<file path="src/logic/epd_pkg.sv">
// Package of constants for the encoder pulse divider.
package epd_pkg;
  // ----------------------------------------------------------------
  // Division ratio
  // ----------------------------------------------------------------
  localparam int EPD_RATIO_W = 15;
  localparam logic [14:0] EPD_RATIO_MIN = 15'h0001;
  localparam logic [14:0] EPD_RATIO_MAX = 15'h7fff;
  localparam logic [14:0] EPD_RATIO_RESET = 15'h0001;
  // ----------------------------------------------------------------
  // Quadrature step directions
  // ----------------------------------------------------------------
  typedef enum logic [1:0] {
    EPD_DIR_NONE,
    EPD_DIR_FWD,
    EPD_DIR_REV
  } epd_dir_e;
endpackage

</file>
<file path="src/logic/epd_phase_gen.sv">
// Quadrature phase generator for one output step sequence.
`timescale 1ns/1ps
module epd_phase_gen (
  input wire logic clk_in,
  input wire logic rst_in,
  input wire logic step_fwd_in,
  input wire logic step_rev_in,
  output logic a_out,
  output logic b_out
);
  import epd_pkg::*;
  logic [1:0] state_reg;
  logic [1:0] state_next;

  // Binary state 0..3 gives Gray-code A,B 00,10,11,01, A leading B when stepping forward.
  always_comb begin
    state_next = state_reg;
    if (step_fwd_in) begin
      state_next = state_reg + 2'h1;
    end else if (step_rev_in) begin
      state_next = state_reg - 2'h1;
    end
  end

  always_ff @(posedge clk_in or posedge rst_in) begin
    if (rst_in) begin
      state_reg <= 2'h0;
    end else begin
      state_reg <= state_next;
    end
  end

  // Counter 0..3 maps to A=0,1,1,0 and B=0,0,1,1: A leads by a quarter.
  always_comb begin
    a_out = state_reg[1] ^ state_reg[0];
    b_out = state_reg[1];
  end
endmodule

</file>
<file path="src/logic/epd_divider.sv">
// Top of the encoder pulse divider with its two output forms.
`timescale 1ns/1ps
// Functional notes
// Divide A and B trains by integer n, 1 to 32767.
// Z output follows Z input without division.
// Divided high and low each last n input periods, 50% duty; the code holds each for 2n input steps, n/2 input periods.
// Division ratio is 1 after reset, giving pass-through.
// One ratio drives both open-collector and differential outputs.
// All three phases appear on the output terminals.
// A leading B by a quarter cycle means forward rotation.
// A lagging B by 90 degrees means reverse rotation.
// Divided A and B keep the quarter-cycle relation.
// Each differential output has an always-inverse partner.
module epd_divider #(
  parameter logic [14:0] RATIO_RESET = epd_pkg::EPD_RATIO_RESET
) (
  input wire logic clk_in,
  input wire logic rst_in,
  input wire logic enc_a_in,
  input wire logic enc_b_in,
  input wire logic enc_z_in,
  input wire logic [epd_pkg::EPD_RATIO_W-1:0] pulse_division_ratio_in,
  input wire logic ratio_load_in,
  output logic [epd_pkg::EPD_RATIO_W-1:0] pulse_division_ratio_out,
  output logic oc_a_phase_out,
  output logic oc_b_phase_out,
  output logic oc_z_phase_out,
  output logic diff_a_phase_out,
  output logic diff_a_phase_out_n,
  output logic diff_b_phase_out,
  output logic diff_b_phase_out_n,
  output logic diff_z_phase_out,
  output logic diff_z_phase_out_n
);
  import epd_pkg::*;

  // ----------------------------------------------------------------
  // Ratio setting
  // ----------------------------------------------------------------
  logic [14:0] ratio_reg;
  logic [14:0] ratio_next;
  logic a_prev_reg;
  logic b_prev_reg;
  logic a_prev_next;
  logic b_prev_next;
  logic [14:0] count_reg;
  logic [14:0] count_next;
  epd_dir_e dir;
  logic step_fwd;
  logic step_rev;
  logic a_div;
  logic b_div;
  logic z_reg;
  logic z_next;

  // Out-of-range values are ignored so the divider never sees zero.
  always_comb begin
    ratio_next = ratio_reg;
    if (ratio_load_in && pulse_division_ratio_in >= EPD_RATIO_MIN) begin
      ratio_next = pulse_division_ratio_in;
    end
  end

  // ----------------------------------------------------------------
  // Input edge decode
  // ----------------------------------------------------------------
  // An edge on one input while the other holds is one quadrature step; its sense gives direction.
  always_comb begin
    a_prev_next = enc_a_in;
    b_prev_next = enc_b_in;
    dir = EPD_DIR_NONE;
    if (enc_a_in != a_prev_reg && enc_b_in == b_prev_reg) begin
      // A moved: forward when A now differs from B (A leads).
      dir = (enc_a_in != enc_b_in) ? EPD_DIR_FWD : EPD_DIR_REV;
    end else if (enc_b_in != b_prev_reg && enc_a_in == a_prev_reg) begin
      // B moved: forward when B now equals A (B trails A).
      dir = (enc_a_in == enc_b_in) ? EPD_DIR_FWD : EPD_DIR_REV;
    end
  end

  // ----------------------------------------------------------------
  // Step accumulator
  // ----------------------------------------------------------------
  // A signed-style window of n steps; one output step per n input
  // steps, so each output level spans n input half-periods. A direction
  // reversal unwinds the count instead of emitting a false step.
  always_comb begin
    count_next = count_reg;
    step_fwd = 1'b0;
    step_rev = 1'b0;
    if (dir == EPD_DIR_FWD) begin
      if (count_reg + 15'h0001 >= ratio_reg) begin
        count_next = 15'h0000;
        step_fwd = 1'b1;
      end else begin
        count_next = count_reg + 15'h0001;
      end
    end else if (dir == EPD_DIR_REV) begin
      if (count_reg == 15'h0000) begin
        count_next = ratio_reg - 15'h0001;
        step_rev = 1'b1;
      end else begin
        count_next = count_reg - 15'h0001;
      end
    end
    // Compare against the incoming ratio: a load that shrinks n would
    // otherwise leave the count at or above the new n for one cycle.
    if (count_next >= ratio_next) begin
      count_next = 15'h0000; // Ratio shrank under a running count.
    end
  end

  // Z takes the same one-cycle delay as the divided pair, keeping the
  // mark aligned with the A and B edges that a receiver sees.
  always_comb begin
    z_next = enc_z_in;
  end

  // Divider state except the phase counter in u_phase; reset returns the ratio to pass-through.
  always_ff @(posedge clk_in or posedge rst_in) begin
    if (rst_in) begin
      ratio_reg <= RATIO_RESET;
      a_prev_reg <= 1'b0;
      b_prev_reg <= 1'b0;
      count_reg <= 15'h0000;
      z_reg <= 1'b0;
    end else begin
      ratio_reg <= ratio_next;
      a_prev_reg <= a_prev_next;
      b_prev_reg <= b_prev_next;
      count_reg <= count_next;
      z_reg <= z_next;
    end
  end

  // ----------------------------------------------------------------
  // Output phase generation
  // ----------------------------------------------------------------
  epd_phase_gen u_phase (
    .clk_in(clk_in),
    .rst_in(rst_in),
    .step_fwd_in(step_fwd),
    .step_rev_in(step_rev),
    .a_out(a_div),
    .b_out(b_div)
  );

  // Both output forms share one divided pair, so they cannot disagree.
  always_comb begin
    pulse_division_ratio_out = ratio_reg;
    oc_a_phase_out = a_div;
    oc_b_phase_out = b_div;
    oc_z_phase_out = z_reg;
    diff_a_phase_out = a_div;
    diff_b_phase_out = b_div;
    diff_z_phase_out = z_reg;
    diff_a_phase_out_n = ~a_div;
    diff_b_phase_out_n = ~b_div;
    diff_z_phase_out_n = ~z_reg;
  end

  // ----------------------------------------------------------------
  // Assertions
  // ----------------------------------------------------------------
  // Properties watch the pin outputs and internal state such as ratio_reg
  // and count_reg; the step strobes are triggers, and a_pass_through checks step_fwd.
  a_ratio_in_range: assert property (@(posedge clk_in) disable iff (rst_in)
    ratio_reg >= EPD_RATIO_MIN)
    else $error("Division ratio fell below one.");
  a_ratio_loads: assert property (@(posedge clk_in) disable iff (rst_in)
    ratio_load_in && pulse_division_ratio_in != 15'h0000
    |=> ratio_reg == $past(pulse_division_ratio_in))
    else $error("Ratio load not taken.");
  a_z_follows: assert property (@(posedge clk_in) disable iff (rst_in)
    ##1 oc_z_phase_out == $past(enc_z_in))
    else $error("Z output does not follow Z input.");
  a_diff_inverse: assert property (@(posedge clk_in) disable iff (rst_in)
    diff_a_phase_out_n != diff_a_phase_out
    && diff_b_phase_out_n != diff_b_phase_out
    && diff_z_phase_out_n != diff_z_phase_out)
    else $error("Differential pair not complementary.");
  a_forms_match: assert property (@(posedge clk_in) disable iff (rst_in)
    oc_a_phase_out == diff_a_phase_out
    && oc_b_phase_out == diff_b_phase_out)
    else $error("Output forms disagree.");
  a_one_phase_moves: assert property (@(posedge clk_in) disable iff (rst_in)
    !(oc_a_phase_out != $past(oc_a_phase_out)
      && oc_b_phase_out != $past(oc_b_phase_out)))
    else $error("Divided A and B changed together.");
  a_count_bound: assert property (@(posedge clk_in) disable iff (rst_in)
    count_reg < ratio_reg)
    else $error("Step count reached the ratio.");
  a_pass_through: assert property (@(posedge clk_in) disable iff (rst_in)
    ratio_reg == 15'h0001 && dir == EPD_DIR_FWD |-> step_fwd)
    else $error("Ratio one did not pass a step.");
  a_fwd_lead: assert property (@(posedge clk_in) disable iff (rst_in)
    step_fwd && !oc_a_phase_out && !oc_b_phase_out
    |=> oc_a_phase_out && !oc_b_phase_out)
    else $error("Forward step did not move A first.");
  a_rev_lead: assert property (@(posedge clk_in) disable iff (rst_in)
    step_rev && !oc_a_phase_out && !oc_b_phase_out
    |=> !oc_a_phase_out && oc_b_phase_out)
    else $error("Reverse step did not move B first.");
  a_ratio_zero: assert property (@(posedge clk_in) disable iff (rst_in)
    ratio_load_in && pulse_division_ratio_in == 15'h0000
    |=> $stable(ratio_reg))
    else $error("Zero ratio was taken.");
  a_ratio_holds: assert property (@(posedge clk_in) disable iff (rst_in)
    !ratio_load_in |=> $stable(ratio_reg))
    else $error("Ratio changed without a load.");
  a_fwd_second: assert property (@(posedge clk_in) disable iff (rst_in)
    step_fwd && oc_a_phase_out && !oc_b_phase_out
    |=> oc_a_phase_out && oc_b_phase_out)
    else $error("Forward step did not move B after A.");

  c_fwd_step: cover property (@(posedge clk_in) disable iff (rst_in)
    step_fwd && ratio_reg > 15'h0001);
  c_rev_step: cover property (@(posedge clk_in) disable iff (rst_in)
    step_rev);
  c_ratio_change: cover property (@(posedge clk_in) disable iff (rst_in)
    ratio_load_in && pulse_division_ratio_in > 15'h0001);
  c_z_pulse: cover property (@(posedge clk_in) disable iff (rst_in)
    $rose(oc_z_phase_out));
  c_rev_wide: cover property (@(posedge clk_in) disable iff (rst_in)
    step_rev && ratio_reg > 15'h0001);
endmodule

</file>
<file path="config.mk">
export PLATFORM = sky130hd
export DESIGN_NAME = epd_divider
export DESIGN_NICKNAME = d
export VERILOG_FILES = /design/src/logic/epd_pkg.sv /design/src/logic/epd_phase_gen.sv /design/src/logic/epd_divider.sv
export SDC_FILE = /design/constraint.sdc
export NUM_CORES = 1
export LEC_CHECK = 0
export ABC_CLOCK_PERIOD_IN_PS = 5150
export BUFFER_PORTS_ARGS = -buffer_cell sky130_fd_sc_hd__buf_2
export CAP_MARGIN = 20
export CORE_UTILIZATION = 53
export CTS_CLUSTER_DIAMETER = 120
export DETAILED_ROUTE_END_ITERATION = 10
export HOLD_SLACK_MARGIN = 0.12
export PLACE_DENSITY = 0.74
export SKIP_CTS_REPAIR_TIMING = 1
export SYNTH_ARGS = -nofsm -noshare
export SYNTH_HDL_FRONTEND = slang
export SYNTH_SLANG_ARGS = --single-unit
</file>
<file path="constraint.sdc">
create_clock -name clk_in -period 5.15 [get_ports clk_in]
set_clock_uncertainty 0.2 [all_clocks]
set_input_delay 0.2575 -clock clk_in [delete_from_list [all_inputs] [get_ports clk_in]]
set_output_delay 0.2575 -clock clk_in [all_outputs]
set_load 0.01 [all_outputs]
</file>
==> results of run 1 <==
how the worst min path moves through the flow:
stage                        startpoint                                      to  slack [ns]  depth (start not counted)
after floorplan                enc_a_in                    a_prev_reg$_DFF_PP0_        0.09                          0
after global placement           rst_in              diff_z_phase_out$_DFF_PP0_        0.13                          2
after detailed placement         rst_in              diff_z_phase_out$_DFF_PP0_        0.15                          2
after CTS                        rst_in              diff_z_phase_out$_DFF_PP0_       -0.18                          2
after global routing      ratio_load_in  pulse_division_ratio_out[13]$_DFF_PP0_        0.18                          3
final                     ratio_load_in   pulse_division_ratio_out[8]$_DFF_PP0_        0.16                          3
worst register-to-register path: stages, from the launching register on:
cell and delay, ns:
dfrtp_2 0.41, buf_4 0.20, nand3_4 0.13, nor2_1 0.23, xor2_1 0.22, ha_1 0.27, and3_1 0.19, a221o_1 0.31
a41oi_2 0.29, o31ai_2 0.12, buf_4 0.19, nor2_1 0.28, a221o_1 0.28, ha_1 0.27, nor2b_1 0.14, o2111ai_1 0.17
nand3_1 0.11, a21oi_1 0.15, o21ai_1 0.11, or2_2 0.35, nor2_1 0.19
cell families after synthesis:
family	Yosys count	synth area share
buffers and inverters	66	0.08099
XOR/XNOR	28	0.07249
multiplexers	5	0.01553
adder cells (fa/ha/maj)	33	0.1220
flip-flops	35	0.2592
AND/OR/NAND/NOR	164	0.2482
AO/OA/AOI/OAI	108	0.2016
through the flow:
stage | area [um2] | setup slack (ns) | TNS, ns
2_1_floorplan | 3383 | 0.4726 | 0
3_3_place_gp | 3780 | 0.03128 | 0
3_5_place_dp | 3780 | -0.01016 | -0.01016
4_1_cts | 3865 | -0.05836 | -0.05836
5_1_grt | 4121 | 0.03198 | 0
6_report | 4121 | 0.2548 | 0
layer usage:
metal | vias to the layer above | GRT usage
li1 | 1714 | -
met1 | 1764 | 0.4885
met2 | 273 | 0.5397
met3 | 37 | 0.09222
met4 | 0 | 0.1544
met5 | - | 0
power by group through the flow:
stage	Combinational [mW]	Sequential [mW]	Clock, mW
after floorplan	0.892	0.407	0
after global routing	1.47	0.469	0.220
after global placement	1.25	0.451	0
final	1.36	0.459	0.204
after detailed placement	1.25	0.453	0
after CTS	1.26	0.448	0.208
cell type report:
type	count	area [um2]
clock inverter	2	12.51
sequential	35	882.1
inverter	41	153.9
clock buffer	6	72.57
timing repair buffer	92	628.1
fill	505	1904
tap	75	93.84
multi-input combinational	338	2278
placed cells by master (no fill, tap or decap), types with 12 or more instances in the layout:
| cell type | count |
|---|---|
| dfrtp_1 | 30 |
| ha_1 | 32 |
| xnor2_1 | 19 |
| inv_1 | 41 |
| o21ai_0 | 21 |
| nor2_1 | 55 |
| nand2_1 | 23 |
| buf_4 | 29 |
| nor3_1 | 17 |
| nor4_1 | 12 |
| dlygate4sd3_1 | 19 |
| buf_2 | 44 |
| nand3_1 | 12 |
| a21oi_1 | 42 |
==> results by group, run 1 <==
Run status
  – Status: finished, final reports clean

Synth
  – Mapped Cells: 439
  – Number of synthesized flops with an enable pin: 0
  – Syn_nets: 493
  – Post-synth cell types: 58
  – Share of the synthesized area in the top cell type: 0.2515
  – Synth top cells by count: 55 x nor2_1, 42 x a21oi_1, 41 x inv_1
  – Most used flip-flop cell after synthesis: dfrtp_1
  – Avg Inst Size Synth: 7.707 um2
  – Asr flop ratio synth: 1.000
  – Area leader, netlist: dfrtp_1
  – Post-synthesis register bit count: 35
  – Top-count cell post-synth: nor2_1
  – Mapped Area: 3383 um2
  – Area contributors post-synth: dfrtp_1 25%, ha_1 12%, a21oi_1 6.2%
  – Ys Warns: 0
  – Sequential fraction of the synthesis area: 0.2592

Finish
  – Area Overhead vs Synth: 21.82%
  – Ant diodes: 0
  – Layout Cells excl Fill: 589
  – Fin util: 0.6840
  – Layout Nets: 567
  – Layout cell share with drive strength beyond 1: 0.2043

Setup path
  – Required @ worst endpoint: 5.15 ns
  – Most used cell, CP: nor2_1
  – WS Path Type: reg2reg
  – Arr. time, crit path: 4.90 ns
  – Largest delay contributor family on the critical path: simple AND/OR/NAND/NOR gates
  – Worst setup path endpoint: count_reg[12]$_DFF_PP0_
  – Buffers & Inverters on Critical Path: 2
  – Reg2Reg Depth: 20
  – Slack of the worst reg-to-reg path: 0.25 ns
  – Crit path depth: 20
  – Worst r2r dst: count_reg[12]$_DFF_PP0_
  – Slowest stage delay, CP: 0.41 ns
  – Reg2Reg Launch Point: count_reg[0]$_DFF_PP0_
  – Crit. Startpoint: count_reg[0]$_DFF_PP0_
  – Cells along the critical path: buf_4, nand3_4, nor2_1, xor2_1, ha_1, and3_1, a221o_1, a41oi_2, o31ai_2, buf_4, nor2_1, a221o_1, ha_1, nor2b_1, o2111ai_1, nand3_1, a21oi_1, o21ai_1, or2_2, nor2_1
  – Critical Path Fanout Max: 11
  – CP Capture Type: register
  – Critical-path top delay cell: dfrtp_2
  – Critical path startpoint category: register

Floorplan
  – Die W: 81.90 um
  – Ports: 45
  – Die span in y: 81.90 um
  – Core area: 6026 um2
  – # rows: 28
  – Initial Util: 0.5615
  – Die area: 6707 um2

Pwr
  – Combinational share of power: 0.672
  – Max VDD drop: 0.2607 mV
  – Cell internal pwr: 0.9997 mW
  – Clk network pwr share: 0.101
  – Sequential share of power: 0.227
  – Pwr per Cell Area: 491.1 nW/um2
  – Switching share of power: 0.5061
  – Final Power: 2.024 mW
  – Leak: 1.933 nW
  – NetSw: 1.024 mW

Timing
  – Slew headroom: 0.4163
  – RSZ-0062 raised after global routing: false
  – Transition time of the tightest slew-check pin: 0.8723 ns
  – Finish-stage setup viols: 0
  – Fin. max-slew vios: 0
  – Fin. Hold Viols: 0
  – Final min period: 4.895 ns
  – Final worst path period share: 0.9505
  – FMAX: 204.3 MHz
  – Hold slack: 0.1631 ns

Clock network
  – CTS max path bufs: 2
  – Root buf cell: clkbuf_8
  – Worst-skew pair later-pin latency: 0.30 ns
  – CTS tree: yes
  – Clock H-tree levels: 2
  – Worst-path clk slew: 0.08 ns
  – CTS buffer count: 5
  – Sink Count: 35

Routing
  – Vias: 3788
  – Routed wl met3: 1307 um
  – Total wire length: 11730 um
  – DR top layer: met4
  – M1 WL: 4831 um
  – DR WL met2: 5250 um
  – Vias/cell: 6.431
  – DRT antenna net count: 0
  – Initial DRT Pass Iterations: 7
  – Wire length per cell: 19.92 um
  – DRC Markers: 0
  – Drt first-iter violations: 398

GRT
  – Number of antenna violations at the first check in global routing: 0
  – Largest net degree at the start of global routing: 22
  – Global Route Usage Sum: 0.3614
  – Vias in the first global route: 3354
  – Congestion Overflow GR: 0
  – Global-route wire length before repair: 17400 um

Place
  – GPL Wtd Cong: 0.9973
  – Dpl cells: 560
  – Hpwl dp: 8783 um
  – IO Port Bufs: 44

Run
  – Max_cap viols: 0

Hold path
  – Tightest Hold Check Type: in2reg
No activity file was read; power rests on OpenSTA's default activity.
==> run 2: changes to the inputs <==
ABC_AREA = 1   (was not set)
==> results by group, run 2 <==
Synth
  – Area contributors post-synth: dfrtp_1 24%, ha_1 11%, nand2_1 9.6%
  – Avg Inst Size Synth: 7.246 um2 (-6.0%)
  – Number of synthesized flops with an enable pin: 0 (unchanged)
  – Top-count cell post-synth: nand2_1
  – Mapped Area: 3616 um2 (+6.9%)
  – Post-synth cell types: 42 (-28%)
  – Asr flop ratio synth: 1.000 (unchanged)
  – Share of the synthesized area in the top cell type: 0.2353 (-0.01619)
  – Syn_nets: 553 (+12%)
  – Area leader, netlist: dfrtp_1
  – Mapped Cells: 499 (+14%)
  – Sequential fraction of the synthesis area: 0.2426 (-0.01669)
  – Most used flip-flop cell after synthesis: dfrtp_1
  – Ys Warns: 0 (unchanged)
  – Synth top cells by count: 92 x nand2_1, 80 x inv_1, 40 x nor2_1
  – Post-synthesis register bit count: 35 (unchanged)

Pwr
  – Max VDD drop: 0.2939 mV (+13%)
  – Clk network pwr share: 0.106 (+0.005)
  – Combinational share of power: 0.661 (-0.011)
  – Cell internal pwr: 0.9014 mW (-9.8%)
  – Switching share of power: 0.5368 (+0.03070)
  – Sequential share of power: 0.234 (+0.007)
  – Pwr per Cell Area: 480.2 nW/um2 (-2.2%)
  – Leak: 2.190 nW (+13%)
  – NetSw: 1.045 mW (+2.0%)

Setup path
  – Slack of the worst reg-to-reg path: 0.62 ns (+0.36 ns)
  – Slowest stage delay, CP: 0.42 ns (about the same)
  – CP Capture Type: register
  – Critical-path top delay cell: dfrtp_1
  – Cells along the critical path: ha_1, nand2_1, nor2_1, nand2_2, nor2_4, nand2_2, xor2_1, inv_1, ha_1, a21oi_1, o21ai_0, a21oi_1, nand3_1, nand2_2, inv_1, nor2_1, nand2_1, inv_1, ha_1, nand4_1, or4_1, nand3_1, buf_4, nor3_1
  – WS Path Type: reg2reg
  – Arr. time, crit path: 4.50 ns (-0.40 ns)
  – Required @ worst endpoint: 5.11 ns (-0.04 ns)
  – Critical Path Fanout Max: 15 (+4)
  – Critical path startpoint category: register

Timing
  – Finish-stage setup viols: 0 (unchanged)
  – RSZ-0062 raised after global routing: false
  – Slew headroom: 0.4570 (+0.04065)
  – Final worst path period share: 0.8805 (-0.06999)
  – Fin. Hold Viols: 0 (unchanged)
  – Setup TNS: 0 ns (unchanged)
  – FMAX: 220.5 MHz (+7.9%)
  – Transition time of the tightest slew-check pin: 0.8126 ns (-0.05972 ns)
  – Final min period: 4.535 ns (-0.3604 ns)
  – Fin. max-slew vios: 0 (unchanged)

GRT
  – Vias in the first global route: 3151 (-6.1%)
  – Global Route Usage Sum: 0.2840 (-0.07743)
  – Congestion Overflow GR: 0 (unchanged)
  – Largest net degree at the start of global routing: 34 (+55%)
  – Global-route wire length before repair: 15760 um (-9.4%)
  – Number of antenna violations at the first check in global routing: 0 (unchanged)

Run
  – Max_cap viols: 0 (unchanged)

Finish
  – Commonest non-fill, non-tap cell in the layout: nand2_1
  – Ant diodes: 0 (unchanged)
  – Area Overhead vs Synth: 12.08%
  – Layout Nets: 604 (+6.5%)
  – Fin util: 0.6275 (-0.05650)
  – Seq. cell area: 877.1 um2 (-0.57%)
  – Most frequent cells in the layout: 92 x nand2_1, 80 x inv_1, 44 x buf_2, 40 x nor2_1, 34 x dfrtp_1
  – Multi-input gate area: 2320 um2 (+1.8%)
  – Fill count: 609 (+21%)
  – Layout cell share with drive strength beyond 1: 0.2250 (+0.02077)

Routing
  – Initial DRT Pass Iterations: 7 (unchanged)
  – Vias: 3396 (-10%)
  – Wire length per cell: 15.49 um (-22%)
  – Total wire length: 9727 um (-17%)
  – DRT antenna net count: 0 (unchanged)
  – Drt first-iter violations: 283 (-29%)
  – Vias/cell: 5.408 (-16%)
  – DRC Markers: 0 (unchanged)

Floorplan
  – Initial Util: 0.5599 (-0.001601)
  – Die area: 7157 um2 (+6.7%)
  – Ports: 45 (unchanged)
  – # rows: 29 (+3.6%)
  – Die span in y: 84.60 um (+3.3%)
  – Die W: 84.60 um (+3.3%)
  – Core area: 6459 um2 (+7.2%)

Clock network
  – CTS tree: yes
  – Sink Count: 35 (unchanged)
  – Worst-skew pair later-pin latency: 0.28 ns (-0.02 ns)
  – Clock H-tree levels: 2 (unchanged)
  – CTS max path bufs: 2 (unchanged)
  – CTS buffer count: 5 (unchanged)
  – Worst-path clk slew: 0.07 ns (about the same)
  – Root buf cell: clkbuf_8

Run status
  – Status: finished, final reports clean

Place
  – Hpwl dp: 8044 um (-8.4%)
  – GPL Wtd Cong: 0.9145 (-8.3%)
  – IO Port Bufs: 44 (unchanged)

Hold path
  – Tightest Hold Check Type: in2reg
==> run 2: cell count changes after synthesis, moves of 15 or more <==
cell,change
a21oi_1,-22
inv_1,+39
nand2_1,+69
nand3_1,+19
nor2_1,-15
nor2_2,+17
xnor2_1,-16
==> run 2: final timing paths <==
| kind | from | to | depth (start not counted) |
|---|---|---|---|
| max | count_reg[0]$_DFF_PP0_ | count_reg[1]$_DFF_PP0_ | 24 |
| min | pulse_division_ratio_in[13] | pulse_division_ratio_out[13]$_DFF_PP0_ | 3 |
| max reg2reg | count_reg[0]$_DFF_PP0_ | count_reg[1]$_DFF_PP0_ | 24 |
| min reg2reg | u_phase.state_reg[0]$_DFFE_PP0P_ | u_phase.state_reg[0]$_DFFE_PP0P_ | 1 |
| max in group asynchronous | rst_in | pulse_division_ratio_out[0]$_DFF_PP1_ | 4 |
| min in group asynchronous | rst_in | a_prev_reg$_DFF_PP0_ | 3 |
==> run 2: power by group through the flow <==
| stage | sequential (mW) | combinational, mW | clock [mW] |
|---|---|---|---|
| floorplan | 0.419 | 1.03 | 0 |
| CTS | 0.451 | 1.28 | 0.210 |
| global placement | 0.455 | 1.24 | 0 |
| finish | 0.455 | 1.29 | 0.205 |
| detailed placement | 0.456 | 1.27 | 0 |
| global route | 0.465 | 1.45 | 0.220 |
==> run 2: cell type report <==
class | instances | share of cell area
multi-input combinational | 365 | 0.5724
sequential | 35 | 0.2164
timing repair buffer | 57 | 0.08521
inverter | 86 | 0.07965
tap | 77 | 0.02377
clock buffer | 7 | 0.02130
clock inverter | 1 | 0.001235
==> run 2: cell families (layout without fill, tap and decap cells) <==
logic type,after synthesis,after routing,share of synthesized area
flip-flops,35,35,0.2426
buffers and inverters,99,151,0.1159
XOR/XNOR,16,16,0.04083
AND/OR/NAND/NOR,250,250,0.3851
adder cells (fa/ha/maj),33,33,0.1142
AO/OA/AOI/OAI,66,66,0.1014
==> run 2: critical path, delay by kind of cell, from the launching register on <==
kind | cells | cell delay, ns
AO/OA/AOI/OAI | 3 | 0.29
XOR/XNOR | 1 | 0.23
adder cells (fa/ha/maj) | 3 | 0.85
buffers and inverters | 4 | 0.63
flip-flops | 1 | 0.42
AND/OR/NAND/NOR | 13 | 1.77
==> run 2: layer usage <==
layer  GRT usage  part of all wire
met1      0.4113              0.47
met2      0.4612              0.46
met3     0.02950             0.062
met4     0.05701             0.010
met5           0                 0
==> run 2: per-stage QoR <==
stage               std cells  hold slack, ns  setup WS (ns)  cell area [um2]  power, mW
global placement          609        -0.08710         0.7870             3851      1.697
detailed placement        609        -0.07438         0.6557             3851      1.726
floorplan                 499         0.08893         0.9854             3616      1.447
global route              628          0.1185         0.1636             4053      2.137
CTS                       617         -0.3751         0.6347             3943      1.937
finish                    628         0.08365         0.6152             4053      1.946
==> run 3: changes to the inputs <==
==> constraint.sdc (replaced) <==
create_clock -name clk_in -period 5.15 [get_ports clk_in]
set_clock_uncertainty 0.2 [all_clocks]
set_input_delay 0.515 -clock clk_in [delete_from_list [all_inputs] [get_ports clk_in]]
set_output_delay 0.515 -clock clk_in [all_outputs]
set_load 0.01 [all_outputs]
==> results by group, run 3 (same netlist as run 2, synthesis figures left out) <==
Run status
  – Status: finished, final reports clean

Pwr
  – Switching share of power: 0.5384 (+0.001614)
  – Leak: 2.149 nW (-1.9%)
  – Combinational share of power: 0.659 (-0.002)
  – Pwr per Cell Area: 491.5 nW/um2 (+2.3%)
  – Max VDD drop: 0.2923 mV (-0.53%)
  – Sequential share of power: 0.235 (about the same)
  – NetSw: 1.046 mW (+0.12%)
  – Cell internal pwr: 0.8967 mW (-0.53%)
  – Clk network pwr share: 0.106 (about the same)

Timing
  – Setup TNS: 0 ns (unchanged)
  – Finish-stage setup viols: 0 (unchanged)
  – RSZ-0062 raised after global routing: false
  – Final worst path period share: 0.8807 (about the same)
  – Fin. Hold Viols: 0 (unchanged)
  – Slew headroom: 0.4654 (+0.008426)
  – Transition time of the tightest slew-check pin: 0.8000 ns (-0.01261 ns)
  – FMAX: 220.5 MHz (about the same)
  – Final min period: 4.536 ns (+0.0007750 ns)
  – Fin. max-slew vios: 0 (unchanged)
  – Final worst slack: 0.6144 ns (-0.0007750 ns)

Clock network
  – CTS tree: yes
  – CTS buffer count: 5 (unchanged)
  – Clock H-tree levels: 2 (unchanged)
  – Worst-skew pair later-pin latency: 0.28 ns (about the same)
  – CTS max path bufs: 2 (unchanged)
  – Root buf cell: clkbuf_8
  – Worst-path clk slew: 0.07 ns (about the same)
  – Sink Count: 35 (unchanged)

Routing
  – Vias/cell: 5.409 (about the same)
  – Initial DRT Pass Iterations: 7 (unchanged)
  – Drt first-iter violations: 290 (+2.5%)
  – DRC Markers: 0 (unchanged)
  – Vias: 3343 (-1.6%)
  – Total wire length: 9529 um (-2.0%)
  – DRT antenna net count: 0 (unchanged)
  – Wire length per cell: 15.42 um (-0.45%)

Finish
  – Layout cell share with drive strength beyond 1: 0.2292 (+0.004160)
  – Fin util: 0.6120 (-0.01550)
  – Commonest non-fill, non-tap cell in the layout: nand2_1
  – Layout Nets: 594 (-1.7%)
  – Fill count: 622 (+2.1%)
  – Area Overhead vs Synth: 9.308%
  – Most frequent cells in the layout: 92 x nand2_1, 80 x inv_1, 44 x buf_2, 40 x nor2_1, 34 x dfrtp_1
  – Ant diodes: 0 (unchanged)

Floorplan
  – Core area: 6459 um2 (unchanged)
  – Die W: 84.60 um (unchanged)
  – Ports: 45 (unchanged)
  – Die span in y: 84.60 um (unchanged)
  – Die area: 7157 um2 (unchanged)
  – # rows: 29 (unchanged)
  – Initial Util: 0.5599 (unchanged)

Hold path
  – Tightest Hold Check Type: in2reg
  – Hold path cells: 1 (-2)

Place
  – Post-Place Worst Slack: 0.6557 ns (unchanged)
  – GPL Wtd Cong: 0.9145 (unchanged)
  – Hpwl dp: 8044 um (unchanged)
  – IO Port Bufs: 44 (unchanged)

Run
  – Max_cap viols: 0 (unchanged)

GRT
  – Global-route wire length before repair: 15760 um (unchanged)
  – Number of antenna violations at the first check in global routing: 0 (unchanged)
  – Congestion Overflow GR: 0 (unchanged)
  – Global Route Usage Sum: 0.2840 (unchanged)
  – Vias in the first global route: 3151 (unchanged)
  – Largest net degree at the start of global routing: 34 (unchanged)

Setup path
  – Critical path startpoint category: register
  – CP Capture Type: register
  – Reg2Reg Depth: 24 (unchanged)
  – Arr. time, crit path: 4.50 ns (about the same)
  – Critical Path Fanout Max: 15 (unchanged)
  – WS Path Type: reg2reg
  – Required @ worst endpoint: 5.11 ns (about the same)
run 3: changes by cell type in the layout (fill, tap and decap cells not counted), sizes merged:
cell / previous run / this run
dlygate4sd3: 11 / 1
run 3: worst paths after layout:
check	to	slack [ns]	startpoint
setup reg to reg	count_reg[1]$_DFF_PP0_	0.61	count_reg[0]$_DFF_PP0_
hold reg to reg	u_phase.state_reg[0]$_DFFE_PP0P_	0.29	u_phase.state_reg[0]$_DFFE_PP0P_
max in group asynchronous	pulse_division_ratio_out[0]$_DFF_PP1_	3.67	rst_in
setup / recovery	count_reg[1]$_DFF_PP0_	0.61	count_reg[0]$_DFF_PP0_
min in group asynchronous	a_prev_reg$_DFF_PP0_	0.43	rst_in
hold / removal	diff_z_phase_out$_DFF_PP0_	0.13	enc_z_in
run 3: metal layers:
metal	part of all wire	vias up	global-route usage	wire (um)
met1	0.49	1535	0.4113	4685
met4	0.011	0	0.05701	107
met5	0	-	0	0
met2	0.45	102	0.4612	4288
li1	-	1694	-	-
met3	0.047	12	0.02950	448
run 3: through the flow:
step	instances	cell area (um2)	total power, mW	hold slack [ns]
floorplan	499	3616	1.447	0.2619
global placement	609	3851	1.697	0.1704
detailed placement	609	3851	1.726	0.1831
CTS	617	3943	1.937	-0.1176
global route	618	3953	2.130	0.1226
finish	618	3953	1.942	0.1343
run 3: cell type report:
| type | instances | area, um2 | area share |
|---|---|---|---|
| inverters | 86 | 322.8 | 0.08167 |
| clock inverters | 1 | 5.005 | 0.001266 |
| multi-input cells | 365 | 2320 | 0.5869 |
| repair buffers | 47 | 245.2 | 0.06204 |
| well taps | 77 | 96.34 | 0.02437 |
| clock buffers | 7 | 86.33 | 0.02184 |
| flip-flops and latches | 35 | 877.1 | 0.2219 |
run 3: worst max-delay path: stages (launching register included):
cell and delay [ns]:
dfrtp_1 0.42, ha_1 0.21, nand2_1 0.06, nor2_1 0.21, nand2_2 0.12, nor2_4 0.11
nand2_2 0.08, xor2_1 0.23, inv_1 0.08, ha_1 0.33, a21oi_1 0.08, o21ai_0 0.15
a21oi_1 0.06, nand3_1 0.18, nand2_2 0.19, inv_1 0.26, nor2_1 0.07, nand2_1 0.11
inv_1 0.06, ha_1 0.31, nand4_1 0.09, or4_1 0.40, nand3_1 0.08, buf_4 0.23
nor3_1 0.08
run 3: power groups by stage:
stage / Clock (mW) / Sequential (mW) / Combinational (mW)
floorplan: 0 / 0.419 / 1.03
global placement: 0 / 0.455 / 1.24
detailed placement: 0 / 0.456 / 1.27
CTS: 0.210 / 0.451 / 1.28
global route: 0.220 / 0.465 / 1.45
finish: 0.206 / 0.456 / 1.28
